### src/ifd_pkg.sv
package ifd_pkg;

	// ------------------------------------------------------------
	// sizes
	// ------------------------------------------------------------
	localparam int NUM_DI = 7;
	localparam int CODE_W = 8;
	localparam int VAL_W = 16;
	localparam int COUNT_DI_IDX = 5;

	// ------------------------------------------------------------
	// function codes
	// ------------------------------------------------------------
	localparam logic [7:0] FN_FORCE_AI1 = 8'h0f;
	localparam logic [7:0] FN_FORCE_AI2 = 8'h10;
	localparam logic [7:0] FN_FORCE_STOP = 8'h12;
	localparam logic [7:0] FN_UP = 8'h13;
	localparam logic [7:0] FN_DOWN = 8'h14;
	localparam logic [7:0] FN_PID_OFF = 8'h15;
	localparam logic [7:0] FN_CNT_CLR = 8'h16;
	localparam logic [7:0] FN_CNT_IN = 8'h17;
	localparam logic [7:0] FN_JOG_FWD = 8'h18;
	localparam logic [7:0] FN_JOG_REV = 8'h19;
	localparam logic [7:0] FN_TQ_SEL = 8'h1a;
	localparam logic [7:0] FN_SREG2 = 8'h1b;
	localparam logic [7:0] FN_ESTOP = 8'h1c;
	localparam logic [7:0] FN_VF1 = 8'h1d;
	localparam logic [7:0] FN_VF2 = 8'h1e;

	// ------------------------------------------------------------
	// register byte offsets
	// ------------------------------------------------------------
	localparam logic [7:0] OFF_CODES_LO = 8'h00;
	localparam logic [7:0] OFF_CODES_HI = 8'h04;
	localparam logic [7:0] OFF_CONFIG = 8'h08;
	localparam logic [7:0] OFF_ADV_CFG = 8'h0c;
	localparam logic [7:0] OFF_UPDN_RATE = 8'h10;
	localparam logic [7:0] OFF_CNT_TARGET = 8'h14;
	localparam logic [7:0] OFF_UPDN_FREQ = 8'h18;
	localparam logic [7:0] OFF_EVENT_CNT = 8'h1c;
	localparam logic [7:0] OFF_IRQ_STATUS = 8'h20;
	localparam logic [7:0] OFF_IRQ_MASK = 8'h24;
	localparam logic [7:0] OFF_FAULT_RESET = 8'h28;
	localparam logic [7:0] OFF_ACTIVE = 8'h2c;

	// ------------------------------------------------------------
	// field positions and reset values
	// ------------------------------------------------------------
	localparam int CFG_RUN_EXT_BIT = 0;
	localparam int CFG_VF_BIT = 1;
	localparam int CFG_STOP_LSB = 2;
	localparam int ADV_NO_RETAIN_BIT = 7;
	localparam int RATE_DOWN_LSB = 16;
	localparam int IRQ_W = 4;
	localparam int IRQ_ESTOP = 0;
	localparam int IRQ_CNT_HIT = 1;
	localparam int IRQ_FSTOP = 2;
	localparam int IRQ_JOG = 3;
	localparam logic [31:0] RST_CODES = 32'h0000_0000;
	localparam logic [31:0] RST_CONFIG = 32'h0000_0001;
	localparam logic [15:0] RST_ADV_CFG = 16'h0000;
	localparam logic [15:0] RST_RATE = 16'h0064;
	localparam logic [15:0] RST_TARGET = 16'h0000;

	// ------------------------------------------------------------
	// types
	// ------------------------------------------------------------
	typedef enum logic [1:0] {
		SRC_PANEL,
		SRC_AI1,
		SRC_AI2
	} ifd_src_t;

	typedef enum logic [1:0] {
		JOG_IDLE,
		JOG_FWD,
		JOG_REV,
		JOG_WIND
	} ifd_jog_t;

	typedef struct packed {
		ifd_src_t freq_src;
		logic force_stop;
		logic [1:0] stop_method;
		logic pid_disable;
		logic jog_fwd;
		logic jog_rev;
		logic torque_mode;
		logic speed_reg2;
		logic output_cut;
		logic emergency_fault;
		logic vf_curve1;
		logic vf_curve2;
	} ifd_cmd_t;

endpackage : ifd_pkg

### src/ifd_dispatch.sv
// The implementer's own choices: the placing of the registers and the APB interface to the registers.
`timescale 1ns/10ps
`default_nettype none

// Summary of operation
// RULE_01: code 16 forces reference to analog_input_2; analog_input_1 forcing wins.
// RULE_02: code 18 activation requests ramped stop using stop_method_setting.
// RULE_03: each code 19 activation adds one, each code 20 activation subtracts one.
// RULE_04: held up or down input keeps stepping at the up/down rate settings.
// RULE_05: up/down command returns to zero when stopped and display shows zero.
// RULE_06: advanced_config_word bit 7 set means up/down command is not kept.
// RULE_07: code 21 active keeps PID regulation disabled.
// RULE_08: code 22 active holds event counter at zero; counting resumes on release.
// RULE_09: count_input_6 with code 23 adds exactly one per activation, compared to target.
// RULE_10: code 24 starts forward jog only when run source is the terminals.
// RULE_11: code 25 starts reverse jog only when run source is the terminals.
// RULE_12: jog in torque mode runs in speed mode, torque mode returns afterwards.
// RULE_13: code 26 active selects torque_control_mode, else field_oriented_mode.
// RULE_14: code 27 active selects second speed_regulator gains, else first.
// RULE_15: code 28 cuts output, coasts, latches emergency_fault until cleared and reset.
// RULE_16: in V/F mode code 29 active selects the first V/F curve.
// RULE_17: in V/F mode code 30 active selects the second V/F curve; the code selects it only while code 29 is inactive.
// RULE_18: code 15 forces reference source to analog_input_1.
// RULE_19: each input has a programmable code; unassigned codes do nothing.
module ifd_dispatch (
	// clock and reset
	input wire logic i_ref_clk,
	input wire logic i_rst_b,
	input wire logic i_ce,
	// apb slave
	input wire logic i_psel,
	input wire logic i_penable,
	input wire logic i_pwrite,
	input wire logic [7:0] i_paddr,
	input wire logic [31:0] i_pwdata,
	output logic [31:0] o_prdata,
	output logic o_pready,
	output logic o_pslverr,
	// input terminals
	input wire logic [ifd_pkg::NUM_DI-1:0] i_di,
	// drive status
	input wire logic i_drive_stopped,
	input wire logic i_disp_freq_zero,
	// commands to the drive
	output ifd_pkg::ifd_cmd_t o_cmd,
	output logic [ifd_pkg::VAL_W-1:0] o_updn_freq,
	output logic [ifd_pkg::VAL_W-1:0] o_event_count,
	output logic o_irq
);

	// ------------------------------------------------------------
	// decode helper
	// ------------------------------------------------------------
	// any input assigned to a code and currently active
	function automatic logic fn_on(
		input logic [ifd_pkg::NUM_DI*ifd_pkg::CODE_W-1:0] codes,
		input logic [ifd_pkg::NUM_DI-1:0] lvl,
		input logic [ifd_pkg::CODE_W-1:0] code
	);
		logic hit;
		hit = 1'b0;
		for (int k = 0; k < ifd_pkg::NUM_DI; k++) begin
			if (lvl[k] && codes[k*ifd_pkg::CODE_W +: ifd_pkg::CODE_W] == code) begin
				hit = 1'b1;
			end
		end
		return hit;
	endfunction : fn_on

	// ------------------------------------------------------------
	// state
	// ------------------------------------------------------------
	logic [ifd_pkg::NUM_DI-1:0] sync1_q;
	logic [ifd_pkg::NUM_DI-1:0] sync2_q;
	logic [ifd_pkg::NUM_DI-1:0] sync2_d;
	logic [ifd_pkg::NUM_DI*ifd_pkg::CODE_W-1:0] codes_q;
	logic [ifd_pkg::NUM_DI*ifd_pkg::CODE_W-1:0] codes_d;
	logic [31:0] config_q;
	logic [31:0] config_d;
	logic [15:0] adv_q;
	logic [15:0] adv_d;
	logic [31:0] rate_q;
	logic [31:0] rate_d;
	logic [15:0] target_q;
	logic [15:0] target_d;
	logic [ifd_pkg::IRQ_W-1:0] irq_sts_q;
	logic [ifd_pkg::IRQ_W-1:0] irq_sts_d;
	logic [ifd_pkg::IRQ_W-1:0] irq_msk_q;
	logic [ifd_pkg::IRQ_W-1:0] irq_msk_d;
	logic [31:0] prdata_q;
	logic [31:0] prdata_d;
	logic [15:0] freq_q;
	logic [15:0] freq_d;
	logic [15:0] rate_cnt_q;
	logic [15:0] rate_cnt_d;
	logic [15:0] evt_q;
	logic [15:0] evt_d;
	logic up_q;
	logic up_d;
	logic dn_q;
	logic dn_d;
	logic cnt_in_q;
	logic cnt_in_d;
	logic fstop_q;
	logic fstop_d;
	logic estop_q;
	logic estop_d;
	logic estop_in_q;
	logic estop_in_d;
	ifd_pkg::ifd_jog_t jog_q;
	ifd_pkg::ifd_jog_t jog_d;
	ifd_pkg::ifd_cmd_t cmd_q;
	ifd_pkg::ifd_cmd_t cmd_d;

	// ------------------------------------------------------------
	// decoded functions
	// ------------------------------------------------------------
	logic f_ai1;
	logic f_ai2;
	logic f_stop;
	logic f_up;
	logic f_dn;
	logic f_pid;
	logic f_clr;
	logic f_cnt;
	logic f_jf;
	logic f_jr;
	logic f_tq;
	logic f_sr2;
	logic f_es;
	logic f_vf1;
	logic f_vf2;
	logic wr;
	logic rd_setup;
	logic mapped;
	logic run_ext;
	logic vf_mode;
	logic [15:0] up_rate;
	logic [15:0] dn_rate;

	// RULE_19 code mapping
	always_comb begin
		f_ai1 = fn_on(codes_q, sync2_q, ifd_pkg::FN_FORCE_AI1);
		f_ai2 = fn_on(codes_q, sync2_q, ifd_pkg::FN_FORCE_AI2);
		f_stop = fn_on(codes_q, sync2_q, ifd_pkg::FN_FORCE_STOP);
		f_up = fn_on(codes_q, sync2_q, ifd_pkg::FN_UP);
		f_dn = fn_on(codes_q, sync2_q, ifd_pkg::FN_DOWN);
		f_pid = fn_on(codes_q, sync2_q, ifd_pkg::FN_PID_OFF);
		f_clr = fn_on(codes_q, sync2_q, ifd_pkg::FN_CNT_CLR);
		f_jf = fn_on(codes_q, sync2_q, ifd_pkg::FN_JOG_FWD);
		f_jr = fn_on(codes_q, sync2_q, ifd_pkg::FN_JOG_REV);
		f_tq = fn_on(codes_q, sync2_q, ifd_pkg::FN_TQ_SEL);
		f_sr2 = fn_on(codes_q, sync2_q, ifd_pkg::FN_SREG2);
		f_es = fn_on(codes_q, sync2_q, ifd_pkg::FN_ESTOP);
		f_vf1 = fn_on(codes_q, sync2_q, ifd_pkg::FN_VF1);
		f_vf2 = fn_on(codes_q, sync2_q, ifd_pkg::FN_VF2);
		// only the dedicated counting terminal can count
		f_cnt = sync2_q[ifd_pkg::COUNT_DI_IDX] &&
			codes_q[ifd_pkg::COUNT_DI_IDX*ifd_pkg::CODE_W +: ifd_pkg::CODE_W] ==
			ifd_pkg::FN_CNT_IN;
	end

	// ------------------------------------------------------------
	// apb decode
	// ------------------------------------------------------------
	always_comb begin
		wr = i_psel && i_penable && i_pwrite;
		rd_setup = i_psel && !i_penable && !i_pwrite;
		run_ext = config_q[ifd_pkg::CFG_RUN_EXT_BIT];
		vf_mode = config_q[ifd_pkg::CFG_VF_BIT];
		up_rate = rate_q[15:0];
		dn_rate = rate_q[ifd_pkg::RATE_DOWN_LSB +: 16];
		case (i_paddr)
			ifd_pkg::OFF_CODES_LO, ifd_pkg::OFF_CODES_HI, ifd_pkg::OFF_CONFIG,
			ifd_pkg::OFF_ADV_CFG, ifd_pkg::OFF_UPDN_RATE, ifd_pkg::OFF_CNT_TARGET,
			ifd_pkg::OFF_UPDN_FREQ, ifd_pkg::OFF_EVENT_CNT, ifd_pkg::OFF_IRQ_STATUS,
			ifd_pkg::OFF_IRQ_MASK, ifd_pkg::OFF_FAULT_RESET, ifd_pkg::OFF_ACTIVE: begin
				mapped = 1'b1;
			end
			default: begin
				mapped = 1'b0;
			end
		endcase
	end

	// ------------------------------------------------------------
	// next state
	// ------------------------------------------------------------
	always_comb begin
		logic [ifd_pkg::IRQ_W-1:0] evts;
		logic up_edge;
		logic dn_edge;
		logic step_up;
		logic step_dn;
		logic held;
		logic [15:0] rate_sel;
		evts = '0;
		up_edge = 1'b0;
		dn_edge = 1'b0;
		step_up = 1'b0;
		step_dn = 1'b0;
		held = 1'b0;
		rate_sel = 16'h0000;
		sync2_d = sync1_q;
		codes_d = codes_q;
		config_d = config_q;
		adv_d = adv_q;
		rate_d = rate_q;
		target_d = target_q;
		irq_msk_d = irq_msk_q;
		prdata_d = prdata_q;
		up_d = f_up;
		dn_d = f_dn;
		cnt_in_d = f_cnt;
		fstop_d = f_stop;
		estop_in_d = f_es;
		freq_d = freq_q;
		rate_cnt_d = rate_cnt_q;
		evt_d = evt_q;
		estop_d = estop_q;
		jog_d = jog_q;

		// register writes
		if (wr) begin
			case (i_paddr)
				ifd_pkg::OFF_CODES_LO: begin
					codes_d[31:0] = i_pwdata;
				end
				ifd_pkg::OFF_CODES_HI: begin
					codes_d[ifd_pkg::NUM_DI*ifd_pkg::CODE_W-1:32] =
						i_pwdata[ifd_pkg::NUM_DI*ifd_pkg::CODE_W-33:0];
				end
				ifd_pkg::OFF_CONFIG: begin
					config_d = {28'h000_0000, i_pwdata[3:0]};
				end
				ifd_pkg::OFF_ADV_CFG: begin
					adv_d = i_pwdata[15:0];
				end
				ifd_pkg::OFF_UPDN_RATE: begin
					rate_d = i_pwdata;
				end
				ifd_pkg::OFF_CNT_TARGET: begin
					target_d = i_pwdata[15:0];
				end
				ifd_pkg::OFF_IRQ_MASK: begin
					irq_msk_d = i_pwdata[ifd_pkg::IRQ_W-1:0];
				end
				default: begin
				end
			endcase
		end

		// RULE_03 single steps
		up_edge = f_up && !up_q;
		dn_edge = f_dn && !dn_q;
		// RULE_04 held stepping
		held = (f_up && up_q) != (f_dn && dn_q);
		rate_sel = (f_up && up_q) ? up_rate : dn_rate;
		step_up = up_edge;
		step_dn = dn_edge;
		if (held) begin
			if (rate_cnt_q >= rate_sel) begin
				rate_cnt_d = 16'h0000;
				step_up = step_up || (f_up && up_q);
				step_dn = step_dn || (f_dn && dn_q);
			end else begin
				rate_cnt_d = rate_cnt_q + 16'h0001;
			end
		end else begin
			rate_cnt_d = 16'h0000;
		end
		if (step_up && !step_dn && freq_q != 16'hffff) begin
			freq_d = freq_q + 16'h0001;
		end else if (step_dn && !step_up && freq_q != 16'h0000) begin
			freq_d = freq_q - 16'h0001;
		end
		// RULE_05 zero at standstill
		if (i_drive_stopped && i_disp_freq_zero) begin
			freq_d = 16'h0000;
		end
		// RULE_06 no retention once stopped
		if (adv_q[ifd_pkg::ADV_NO_RETAIN_BIT] && i_drive_stopped) begin
			freq_d = 16'h0000;
		end

		// RULE_08 counter clear holds zero
		if (f_clr) begin
			evt_d = 16'h0000;
		// RULE_09 one count per activation
		end else if (f_cnt && !cnt_in_q) begin
			evt_d = evt_q + 16'h0001;
			if (evt_d == target_q) begin
				evts[ifd_pkg::IRQ_CNT_HIT] = 1'b1;
			end
		end

		// RULE_15 latch until clear and reset
		if (f_es && !estop_in_q) begin
			estop_d = 1'b1;
			evts[ifd_pkg::IRQ_ESTOP] = 1'b1;
		end else if (wr && i_paddr == ifd_pkg::OFF_FAULT_RESET && i_pwdata[0] && !f_es) begin
			estop_d = 1'b0;
		end

		// RULE_02 stop event
		if (f_stop && !fstop_q) begin
			evts[ifd_pkg::IRQ_FSTOP] = 1'b1;
		end

		// jog sequencing
		case (jog_q)
			ifd_pkg::JOG_IDLE: begin
				// RULE_10 RULE_11 terminal run source only
				if (run_ext && !estop_q && i_drive_stopped && (f_jf != f_jr)) begin
					jog_d = f_jf ? ifd_pkg::JOG_FWD : ifd_pkg::JOG_REV;
					evts[ifd_pkg::IRQ_JOG] = 1'b1;
				end
			end
			ifd_pkg::JOG_FWD: begin
				if (!f_jf || estop_q) begin
					jog_d = ifd_pkg::JOG_WIND;
				end
			end
			ifd_pkg::JOG_REV: begin
				if (!f_jr || estop_q) begin
					jog_d = ifd_pkg::JOG_WIND;
				end
			end
			ifd_pkg::JOG_WIND: begin
				// jog is complete once the decel to stop has finished
				if (i_drive_stopped) begin
					jog_d = ifd_pkg::JOG_IDLE;
				end
			end
			default: begin
				jog_d = ifd_pkg::JOG_IDLE;
			end
		endcase

		// sticky status, set beats a write-one clear
		irq_sts_d = irq_sts_q;
		if (wr && i_paddr == ifd_pkg::OFF_IRQ_STATUS) begin
			irq_sts_d = irq_sts_q & ~i_pwdata[ifd_pkg::IRQ_W-1:0];
		end
		irq_sts_d = irq_sts_d | evts;

		// read data captured in setup phase
		if (rd_setup) begin
			case (i_paddr)
				ifd_pkg::OFF_CODES_LO: prdata_d = codes_q[31:0];
				ifd_pkg::OFF_CODES_HI: prdata_d = {8'h00, codes_q[55:32]};
				ifd_pkg::OFF_CONFIG: prdata_d = config_q;
				ifd_pkg::OFF_ADV_CFG: prdata_d = {16'h0000, adv_q};
				ifd_pkg::OFF_UPDN_RATE: prdata_d = rate_q;
				ifd_pkg::OFF_CNT_TARGET: prdata_d = {16'h0000, target_q};
				ifd_pkg::OFF_UPDN_FREQ: prdata_d = {16'h0000, freq_q};
				ifd_pkg::OFF_EVENT_CNT: prdata_d = {16'h0000, evt_q};
				ifd_pkg::OFF_IRQ_STATUS: prdata_d = {28'h000_0000, irq_sts_q};
				ifd_pkg::OFF_IRQ_MASK: prdata_d = {28'h000_0000, irq_msk_q};
				ifd_pkg::OFF_FAULT_RESET: prdata_d = {31'h0000_0000, estop_q};
				ifd_pkg::OFF_ACTIVE: prdata_d = {17'h0_0000, f_vf2, f_vf1, f_es, f_sr2,
					f_tq, f_jr, f_jf, f_cnt, f_clr, f_pid, f_dn, f_up, f_stop, f_ai2, f_ai1};
				default: prdata_d = 32'h0000_0000;
			endcase
		end

		// drive commands
		// RULE_18 RULE_01 analog_input_1 has priority
		if (f_ai1) begin
			cmd_d.freq_src = ifd_pkg::SRC_AI1;
		end else if (f_ai2) begin
			cmd_d.freq_src = ifd_pkg::SRC_AI2;
		end else begin
			cmd_d.freq_src = ifd_pkg::SRC_PANEL;
		end
		// RULE_02 ramped stop request
		cmd_d.force_stop = f_stop;
		cmd_d.stop_method = config_q[ifd_pkg::CFG_STOP_LSB +: 2];
		// RULE_07 pid off
		cmd_d.pid_disable = f_pid;
		cmd_d.jog_fwd = jog_q == ifd_pkg::JOG_FWD;
		cmd_d.jog_rev = jog_q == ifd_pkg::JOG_REV;
		// RULE_13 RULE_12 speed mode during jog
		cmd_d.torque_mode = f_tq && jog_q == ifd_pkg::JOG_IDLE;
		// RULE_14 gain set
		cmd_d.speed_reg2 = f_sr2;
		// RULE_15 coast output cut
		cmd_d.output_cut = estop_d;
		cmd_d.emergency_fault = estop_d;
		// RULE_16 RULE_17 curve select
		cmd_d.vf_curve1 = vf_mode && f_vf1;
		cmd_d.vf_curve2 = vf_mode && f_vf2 && !f_vf1;
	end

	// ------------------------------------------------------------
	// registers
	// ------------------------------------------------------------
	always_ff @(posedge i_ref_clk or negedge i_rst_b) begin
		if (!i_rst_b) begin
			sync1_q <= '0;
			sync2_q <= '0;
			codes_q <= '0;
			config_q <= ifd_pkg::RST_CONFIG;
			adv_q <= ifd_pkg::RST_ADV_CFG;
			rate_q <= {ifd_pkg::RST_RATE, ifd_pkg::RST_RATE};
			target_q <= ifd_pkg::RST_TARGET;
			irq_sts_q <= '0;
			irq_msk_q <= '0;
			prdata_q <= 32'h0000_0000;
			freq_q <= 16'h0000;
			rate_cnt_q <= 16'h0000;
			evt_q <= 16'h0000;
			up_q <= 1'b0;
			dn_q <= 1'b0;
			cnt_in_q <= 1'b0;
			fstop_q <= 1'b0;
			estop_q <= 1'b0;
			estop_in_q <= 1'b0;
			jog_q <= ifd_pkg::JOG_IDLE;
			cmd_q <= '0;
		end else if (i_ce) begin
			sync1_q <= i_di;
			sync2_q <= sync2_d;
			codes_q <= codes_d;
			config_q <= config_d;
			adv_q <= adv_d;
			rate_q <= rate_d;
			target_q <= target_d;
			irq_sts_q <= irq_sts_d;
			irq_msk_q <= irq_msk_d;
			prdata_q <= prdata_d;
			freq_q <= freq_d;
			rate_cnt_q <= rate_cnt_d;
			evt_q <= evt_d;
			up_q <= up_d;
			dn_q <= dn_d;
			cnt_in_q <= cnt_in_d;
			fstop_q <= fstop_d;
			estop_q <= estop_d;
			estop_in_q <= estop_in_d;
			jog_q <= jog_d;
			cmd_q <= cmd_d;
		end
	end

	// ------------------------------------------------------------
	// outputs
	// ------------------------------------------------------------
	always_comb begin
		o_prdata = prdata_q;
		o_pready = i_psel && i_penable && i_ce;
		o_pslverr = i_psel && i_penable && !mapped;
		o_cmd = cmd_q;
		o_updn_freq = freq_q;
		o_event_count = evt_q;
		o_irq = |(irq_sts_q & irq_msk_q);
	end

endmodule : ifd_dispatch

`default_nettype wire

### config.mk
export PLATFORM = sky130hd
export DESIGN_NAME = ifd_dispatch
export DESIGN_NICKNAME = d
export VERILOG_FILES = /design/src/ifd_pkg.sv /design/src/ifd_dispatch.sv
export SDC_FILE = /design/constraint.sdc
export NUM_CORES = 1
export LEC_CHECK = 0
export BUFFER_PORTS_ARGS = -buffer_cell sky130_fd_sc_hd__buf_2
export CAP_MARGIN = 10
export CORE_MARGIN = 2
export CORE_UTILIZATION = 30
export CTS_BUF_LIST = sky130_fd_sc_hd__clkbuf_2
export CTS_CLUSTER_SIZE = 14
export DETAILED_ROUTE_END_ITERATION = 16
export SLEW_MARGIN = 10
export SYNTH_ARGS = -nofsm -noshare
export SYNTH_HDL_FRONTEND = slang
export SYNTH_SLANG_ARGS = --single-unit
### constraint.sdc
create_clock -name i_ref_clk -period 8.4 [get_ports i_ref_clk]
set_input_delay 1.26 -clock i_ref_clk [delete_from_list [all_inputs] [get_ports i_ref_clk]]
set_output_delay 1.26 -clock i_ref_clk [all_outputs]
set_load 0.005 [all_outputs]
==> impl_metrics.json, run 1 <==
{
  "status": "finished clean",
  "worstReg2RegStart": "codes_q[37]$_DFFE_PN0P_",
  "design.die.area_mm2": 0.0469,
  "final_nets": 1563,
  "drt_first_pass_iters": 6,
  "synth-adder-area-share": 0.0374,
  "mappedNetlistNets": 1399,
  "global_route.overflow_total": 0,
  "layout_worst_path_cycle_share": 0.803,
  "core_area_mm2": 0.0444,
  "routedWlPerCell_um": 22.3,
  "power.density_cell_area_mw_per_mm2": 189,
  "critPathCaptureType": "register",
  "cts_repair_resize_count": 0,
  "synth-compound-area-share": 0.164,
  "syn_area_per_cell_um2": 10.4,
  "synth_enable_flop_cells": 0,
  "cts_tree": "done",
  "synth.top_cells.by_count": "sky130_fd_sc_hd__dfrtp_1, sky130_fd_sc_hd__mux2_2, sky130_fd_sc_hd__nand2_1",
  "detailed_router_s_first_iteration_violation_count": 1083,
  "crit_fanout": 17,
  "rows": 77,
  "slew_headroom": 0.244,
  "synthXorXnorAreaFrac": 0.0252,
  "synth_top_family_by_area": "compound AO/OA/AOI/OAI gates",
  "remaining_drcs": 0,
  "grt_pass1_vias": 11500,
  "synth_area_mm2": 0.0136,
  "clk_root_buffer_cell": "sky130_fd_sc_hd__clkbuf_2",
  "timing.fmax_mhz": 148,
  "reg2reg_depth": 21,
  "yosys.cell_count.top_type": "sky130_fd_sc_hd__dfrtp_1",
  "worst_ep_required_time_ns": 9.21,
  "post_dp_cell_area_mm2": 0.0149,
  "num_io_pins": 136,
  "worst-slew-pin-transition_ns": 1.13,
  "post_layout_cell_count": 2123,
  "dr_total_vias": 11800,
  "cellLeakagePower_nw": 7.18,
  "cts_sinks": 245,
  "r2r-end": "o_updn_freq[14]$_DFFE_PN0P_",
  "cts_hold_buffers": 0,
  "hp-class": "primary input to async pin",
  "timing_max_transition_violations_final": 0,
  "cellInternalPower_mw": 1.91,
  "dominantRegCellSynth": "sky130_fd_sc_hd__dfrtp_1",
  "postSynth.asyncResetShare": 1.00,
  "top_area_cells_in_the_synthesized_netlist": "sky130_fd_sc_hd__dfrtp_1, sky130_fd_sc_hd__mux2_2, sky130_fd_sc_hd__ha_1, sky130_fd_sc_hd__nand2_1, sky130_fd_sc_hd__nor2_1",
  "maxCapViolations": 0,
  "synth_cells": 1304,
  "post_synth_and_or_nand_nor_area_fraction": 0.153,
  "cts_inserted_buffers": 72,
  "synth_mux_area_frac": 0.140,
  "synth_area_leader": "sky130_fd_sc_hd__dfrtp_1",
  "finalWorstSetupSlack_ns": 1.65,
  "setup_tns_ns": 0,
  "hold_violations": 0,
  "fp.dieH_um": 217,
  "ctsHtreeMaxLevel": 3,
  "avgViaCountPerCell": 5.57,
  "p_clk_frac": 0.306,
  "grt_antenna_before_repair": 5,
  "share_seq_of_total_power": 0.479,
  "crit_type": "register to register",
  "global_route.usage.total": 0.202,
  "finalSetupViolations": 0,
  "start_util": 0.306,
  "ys_seq_area_frac": 0.452,
  "ys_types": 78,
  "unrepaired_setup_endpoints_after_global_routing": "no",
  "switching_share": 0.352,
  "die_w_um": 217,
  "rrSetupSlack_ns": 1.65,
  "clkLatencyLatePin_ns": 0.95,
  "endpoint_arrival_time_on_the_critical_path_ns": 7.56,
  "antenna_violating_nets_post_route": 0,
  "yosysWarningCount": 0,
  "postLayoutCellArea_mm2": 0.0156,
  "totalWireLength_mm": 47.3,
  "post_route_cells_drive_above_1_share": 0.303,
  "power.switching_mw": 1.03,
  "ys_seq_elements": 245,
  "areaGrowthSynthToFinish_pct": 14.6,
  "clock_edge_transition_at_the_registers_on_the_reported_setup_and_hold_paths_ns": 0.11,
  "period_minus_slack_ns": 6.75,
  "largest_net_degree_at_the_start_of_global_routing": 113,
  "proportion_of_power_drawn_by_combinational_gates": 0.215,
  "clk_path_buf_depth": 3,
  "place_hpwl_mm": 35.0,
  "worst_vdd_rail_ir_drop_v": 0.000108,
  "number_of_placed_cells_counting_well_taps": 1986,
  "clock_tree_skew_after_final_layout_ns": 0.0713,
  "io_buffers": 135,
  "first_pass_grt_wire_length_mm": 71.8,
  "critical_path.startpoint_type": "register",
  "post-cts-setup-buffers": 0,
  "synthDominantCellAreaShare": 0.439,
  "place_worst_setup_slack_ns": 1.78,
  "gp_congestion": 0.936
}
## stage by stage
step                      utilization  hold slack (ns)  power (mW)
after global routing            0.350            0.415        3.13
after global placement          0.335            0.473        2.05
after detailed placement        0.335            0.477        2.06
after floorplan                     -            0.463        1.79
final                           0.350            0.426        2.94
after CTS                       0.350            0.371        2.98
## layout by cell type (no fill, tap or decap), drive strengths merged, types with 8 or more instances in the layout
cell type  instances
o21a              10
o2111ai           12
clkinv            17
nor2              95
nand2            118
mux2             154
ha                39
clkbuf           112
a22o              13
mux2i             17
o22ai              8
a221oi            18
a222oi            13
nor4              13
and3              15
xor2              12
xnor2             27
a22oi             35
nor3              25
buf              154
o31ai             33
inv               30
a31oi             16
nor2b             13
nand4             20
a21oi             47
nand2b            15
nand3             37
o21ai             46
dfrtp            238
## layer usage
| layer | global-route usage | share of wire | vias up |
|---|---|---|---|
| met5 | 0 | 0.00021 | - |
| met4 | 0.0751 | 0.030 | 2 |
| met3 | 0.0425 | 0.073 | 95 |
| met2 | 0.314 | 0.45 | 493 |
| met1 | 0.275 | 0.44 | 5911 |
| li1 | - | - | 5314 |
## power by group through the flow
stage	Combinational, mW	Sequential [mW]	Clock, mW
after floorplan	0.420	1.37	0
after global placement	0.624	1.43	0
after detailed placement	0.635	1.43	0
after CTS	0.639	1.40	0.934
after global routing	0.714	1.42	1.00
final	0.632	1.41	0.901
## sequential cells by signal, summed over array words and instances, names as in the netlist
signal / count
codes_q: 56
o_cmd: 13
adv_q: 16
target_q: 16
rate_q: 32
sync1_q: 7
o_event_count: 16
irq_sts_q: 4
cnt_in_q: 1
sync2_q: 7
jog_q: 2
up_q: 1
irq_msk_q: 4
config_q: 4
dn_q: 1
o_prdata: 32
estop_in_q: 1
o_updn_freq: 16
rate_cnt_q: 16
## cell type report
type                       count  area, um^2
tap                          592         741
multi-input combinational    968        7090
clock buffer                 112         561
fill                        4534       28900
antenna                        5        12.5
clock inverter                20        83.8
sequential                   245        6140
timing repair buffer         154         828
inverter                      27         101
## worst max-delay path, stage by stage, from the launching register on
cell	delay (ns)
sky130_fd_sc_hd__dfrtp_1	0.42
sky130_fd_sc_hd__nor4b_2	0.76
sky130_fd_sc_hd__nand4_1	0.33
sky130_fd_sc_hd__o2111ai_1	0.24
sky130_fd_sc_hd__o21ai_2	0.36
sky130_fd_sc_hd__mux2i_1	0.22
sky130_fd_sc_hd__ha_1	0.35
sky130_fd_sc_hd__nand4_1	0.16
sky130_fd_sc_hd__nor4_1	0.32
sky130_fd_sc_hd__inv_1	0.11
sky130_fd_sc_hd__o2111ai_1	0.35
sky130_fd_sc_hd__o2111a_2	0.41
sky130_fd_sc_hd__inv_1	0.34
sky130_fd_sc_hd__ha_1	0.44
sky130_fd_sc_hd__nor2b_1	0.16
sky130_fd_sc_hd__a221o_1	0.34
sky130_fd_sc_hd__a311oi_1	0.25
sky130_fd_sc_hd__or2_2	0.16
sky130_fd_sc_hd__a311oi_1	0.08
sky130_fd_sc_hd__a2111oi_0	0.53
sky130_fd_sc_hd__xor2_1	0.12
sky130_fd_sc_hd__o31ai_1	0.20
## kinds of logic after synthesis
family          Yosys count
buf+inv                  91
flops                   245
compound gates          307
fa+ha+maj                40
mux                     171
simple gates            411
xor+xnor                 39
## worst max-delay path by stage
stage	from	endpoint	slack, ns	depth (start not counted)
final	codes_q[37]$_DFFE_PN0P_	o_updn_freq[14]$_DFFE_PN0P_	1.65	21
after global routing	codes_q[37]$_DFFE_PN0P_	o_updn_freq[14]$_DFFE_PN0P_	1.04	21
after CTS	codes_q[13]$_DFFE_PN0P_	o_updn_freq[14]$_DFFE_PN0P_	1.74	21
after detailed placement	codes_q[37]$_DFFE_PN0P_	o_updn_freq[14]$_DFFE_PN0P_	1.78	21
after global placement	codes_q[37]$_DFFE_PN0P_	o_updn_freq[14]$_DFFE_PN0P_	1.90	21
after floorplan	codes_q[13]$_DFFE_PN0P_	o_updn_freq[14]$_DFFE_PN0P_	2.61	22
(Power assumes the default switching activity.)
==> run 2, diff against run 1 <==
Settings changed: ABC_AREA set to 1.
Clock period 8.4 ns to 5.66 ns, I/O delays scaled along.
==> impl_metrics.json, run 2 <==
{
  "remaining_drcs": 0,
  "synth_top_family_by_area": "simple AND/OR/NAND/NOR gates",
  "endpoint_arrival_time_on_the_critical_path_ns": 5.98,
  "totalWireLength_mm": 54.3,
  "cts_sinks": 245,
  "design.die.area_mm2": 0.0488,
  "detailed_router_s_first_iteration_violation_count": 1217,
  "top_area_cells_in_the_synthesized_netlist": "sky130_fd_sc_hd__dfrtp_1, sky130_fd_sc_hd__nand2_1, sky130_fd_sc_hd__o21ai_0, sky130_fd_sc_hd__inv_1, sky130_fd_sc_hd__ha_1",
  "worst-slew-pin-transition_ns": 1.19,
  "post_route_cells_drive_above_1_share": 0.181,
  "cts_tree": "done",
  "dominantRegCellSynth": "sky130_fd_sc_hd__dfrtp_1",
  "final_nets": 2063,
  "synth.top_cells.by_count": "sky130_fd_sc_hd__nand2_1, sky130_fd_sc_hd__dfrtp_1, sky130_fd_sc_hd__o21ai_0",
  "rows": 79,
  "synthDominantCellAreaShare": 0.422,
  "ctsHtreeMaxLevel": 3,
  "p_clk_frac": 0.407,
  "fp.dieH_um": 221,
  "areaGrowthSynthToFinish_pct": 14.4,
  "crit_fanout": 28,
  "mostFrequentLayoutCell": "sky130_fd_sc_hd__nand2_1",
  "setup_tns_ns": 0,
  "yosys.cell_count.top_type": "sky130_fd_sc_hd__nand2_1",
  "largest_net_degree_at_the_start_of_global_routing": 107,
  "grt_pass1_vias": 13500,
  "place_hpwl_mm": 40.8,
  "cts_inserted_buffers": 71,
  "synthXorXnorAreaFrac": 0.0292,
  "status": "finished clean",
  "synth-adder-area-share": 0.0360,
  "clock_tree_skew_after_final_layout_ns": 0.0876,
  "grt_antenna_before_repair": 3,
  "share_seq_of_total_power": 0.530,
  "cellInternalPower_mw": 2.40,
  "finalWorstSetupSlack_ns": 0.566,
  "dr_total_vias": 13600,
  "avgViaCountPerCell": 5.19,
  "maxCapViolations": 0,
  "final_util": 0.347,
  "crit_type": "register to register",
  "unrepaired_setup_endpoints_after_global_routing": "no",
  "io_buffers": 135,
  "synth_area_mm2": 0.0141,
  "worst_ep_required_time_ns": 6.55,
  "syn_area_per_cell_um2": 7.84,
  "register_with_the_most_flip_flops": "codes_q",
  "proportion_of_power_drawn_by_combinational_gates": 0.063,
  "power.density_cell_area_mw_per_mm2": 210,
  "postSynth.asyncResetShare": 1.00,
  "core_area_mm2": 0.0465,
  "clk_root_buffer_cell": "sky130_fd_sc_hd__clkbuf_2",
  "clock_edge_transition_at_the_registers_on_the_reported_setup_and_hold_paths_ns": 0.10,
  "synth_cells": 1799,
  "cellLeakagePower_nw": 8.02,
  "critPathCaptureType": "register",
  "synth-compound-area-share": 0.170,
  "gp_congestion": 0.946,
  "switching_share": 0.294,
  "slew_headroom": 0.206,
  "crit_path_top_delay_cell": "sky130_fd_sc_hd__ha_1",
  "ys_seq_area_frac": 0.435,
  "critical_path.startpoint_type": "register",
  "clk_path_buf_depth": 3,
  "synth_enable_flop_cells": 0,
  "place_worst_setup_slack_ns": 0.369,
  "timing.fmax_mhz": 196,
  "synth_mux_area_frac": 0.00142,
  "first_pass_grt_wire_length_mm": 82.5,
  "die_w_um": 221,
  "timing_max_transition_violations_final": 0,
  "synth_area_leader": "sky130_fd_sc_hd__dfrtp_1",
  "finalSetupViolations": 0,
  "timing.critical_path.mode_cell": "sky130_fd_sc_hd__nand2_1",
  "routedWlPerCell_um": 20.7,
  "hp-class": "primary input to register",
  "global_route.overflow_total": 0,
  "drt_first_pass_iters": 5,
  "clkLatencyLatePin_ns": 1.00,
  "period_minus_slack_ns": 5.09,
  "antenna_violating_nets_post_route": 0,
  "layout_worst_path_cycle_share": 0.900,
  "power.switching_mw": 0.999,
  "layout.cells.most_common_list": "sky130_fd_sc_hd__nand2_1, sky130_fd_sc_hd__dfrtp_1, sky130_fd_sc_hd__o21ai_0, sky130_fd_sc_hd__inv_1, sky130_fd_sc_hd__buf_2",
  "hold_violations": 0,
  "yosysWarningCount": 0,
  "post_synth_and_or_nand_nor_area_fraction": 0.248,
  "start_util": 0.304,
  "ys_types": 64,
  "largest_reg_flops": 56,
  "slowest_delay_ns": 0.47,
  "global_route.usage.total": 0.220,
  "worst_vdd_rail_ir_drop_v": 0.0000927,
  "ys_seq_elements": 245,
  "num_io_pins": 136,
  "mappedNetlistNets": 1894
}
==> run 2: path summary, 6_finish.rpt <==
check	startpoint	endpoint	slack (ns)	cells past startpoint
max	codes_q[39]$_DFFE_PN0P_	o_updn_freq[11]$_DFFE_PN0P_	0.57	30
min in group asynchronous	i_rst_b	rate_cnt_q[8]$_DFFE_PN0P_	0.51	2
max reg2reg	codes_q[39]$_DFFE_PN0P_	o_updn_freq[11]$_DFFE_PN0P_	0.57	30
min	i_di[6]	sync1_q[6]$_DFFE_PN0P_	0.13	3
max in group asynchronous	i_rst_b	adv_q[11]$_DFFE_PN0P_	3.86	3
min reg2reg	o_cmd[7]$_DFFE_PN0P_	o_cmd[7]$_DFFE_PN0P_	0.48	2
==> run 2: cells by family (layout without fill, tap and decap cells) <==
logic type,after synthesis,in the layout
multiplexers,2,2
flip-flops,245,245
AND/OR/NAND/NOR,790,790
adder cells (fa/ha/maj),40,40
other,0,2
AO/OA/AOI/OAI,395,395
XOR/XNOR,47,47
buffers and inverters,280,497
==> run 2: repair_timing <==
action                     4_1_cts  5_1_grt
hold endpoints to repair       107        0
hold buffers                     7        0
buffers inserted                 0        0
setup endpoints to repair        0        5
gates resized for setup          0        4
==> run 2: critical path: cells and delay by family, from the launching register on <==
kind / cells / cell delay (ns)
adders and majority gates: 2 / 0.77
and+or+nand+nor: 16 / 1.87
xor gates and xnor gates: 1 / 0.22
buffers and inverters: 3 / 0.34
AOI/OAI and AO/OA: 8 / 1.39
DFF: 1 / 0.39
==> run 2: metal layers <==
| layer | vias to the layer above | GRT usage | routed length [um] | part of all wire |
|---|---|---|---|---|
| li1 | 6384 | - | - | - |
| met1 | 6636 | 0.289 | 23600 | 0.44 |
| met2 | 514 | 0.353 | 25200 | 0.46 |
| met3 | 101 | 0.0461 | 3470 | 0.064 |
| met4 | 0 | 0.0911 | 1990 | 0.037 |
| met5 | - | 0 | 0 | 0 |
==> run 2: final cells by class <==
type                    instances  area [um^2]
fillers                      5026        30300
multi-input cells            1274         6870
flip-flops and latches        245         6140
repair buffers                161          911
inverters                     215          807
well taps                     607          759
clock buffers                 100          500
clock inverters                21          135
diodes                          2         5.00
==> run 2: metrics by stage <==
| stage | instance area [um^2] | cells | total power, mW | hold WS (ns) |
|---|---|---|---|---|
| floorplan | 14100 | 1799 | 1.92 | 0.442 |
| global placement | 15400 | 2495 | 2.04 | 0.457 |
| detailed placement | 15400 | 2495 | 2.05 | 0.461 |
| CTS | 16100 | 2623 | 3.44 | 0.0331 |
| global route | 16100 | 2625 | 3.56 | 0.0411 |
| finish | 16100 | 2625 | 3.40 | 0.127 |
==> run 2: power groups by stage <==
stage	Clock, mW	Combinational (mW)	Sequential [mW]
finish	1.38	0.215	1.80
global route	1.52	0.243	1.80
CTS	1.43	0.218	1.80
detailed placement	0	0.214	1.83
global placement	0	0.210	1.83
floorplan	0	0.0959	1.83
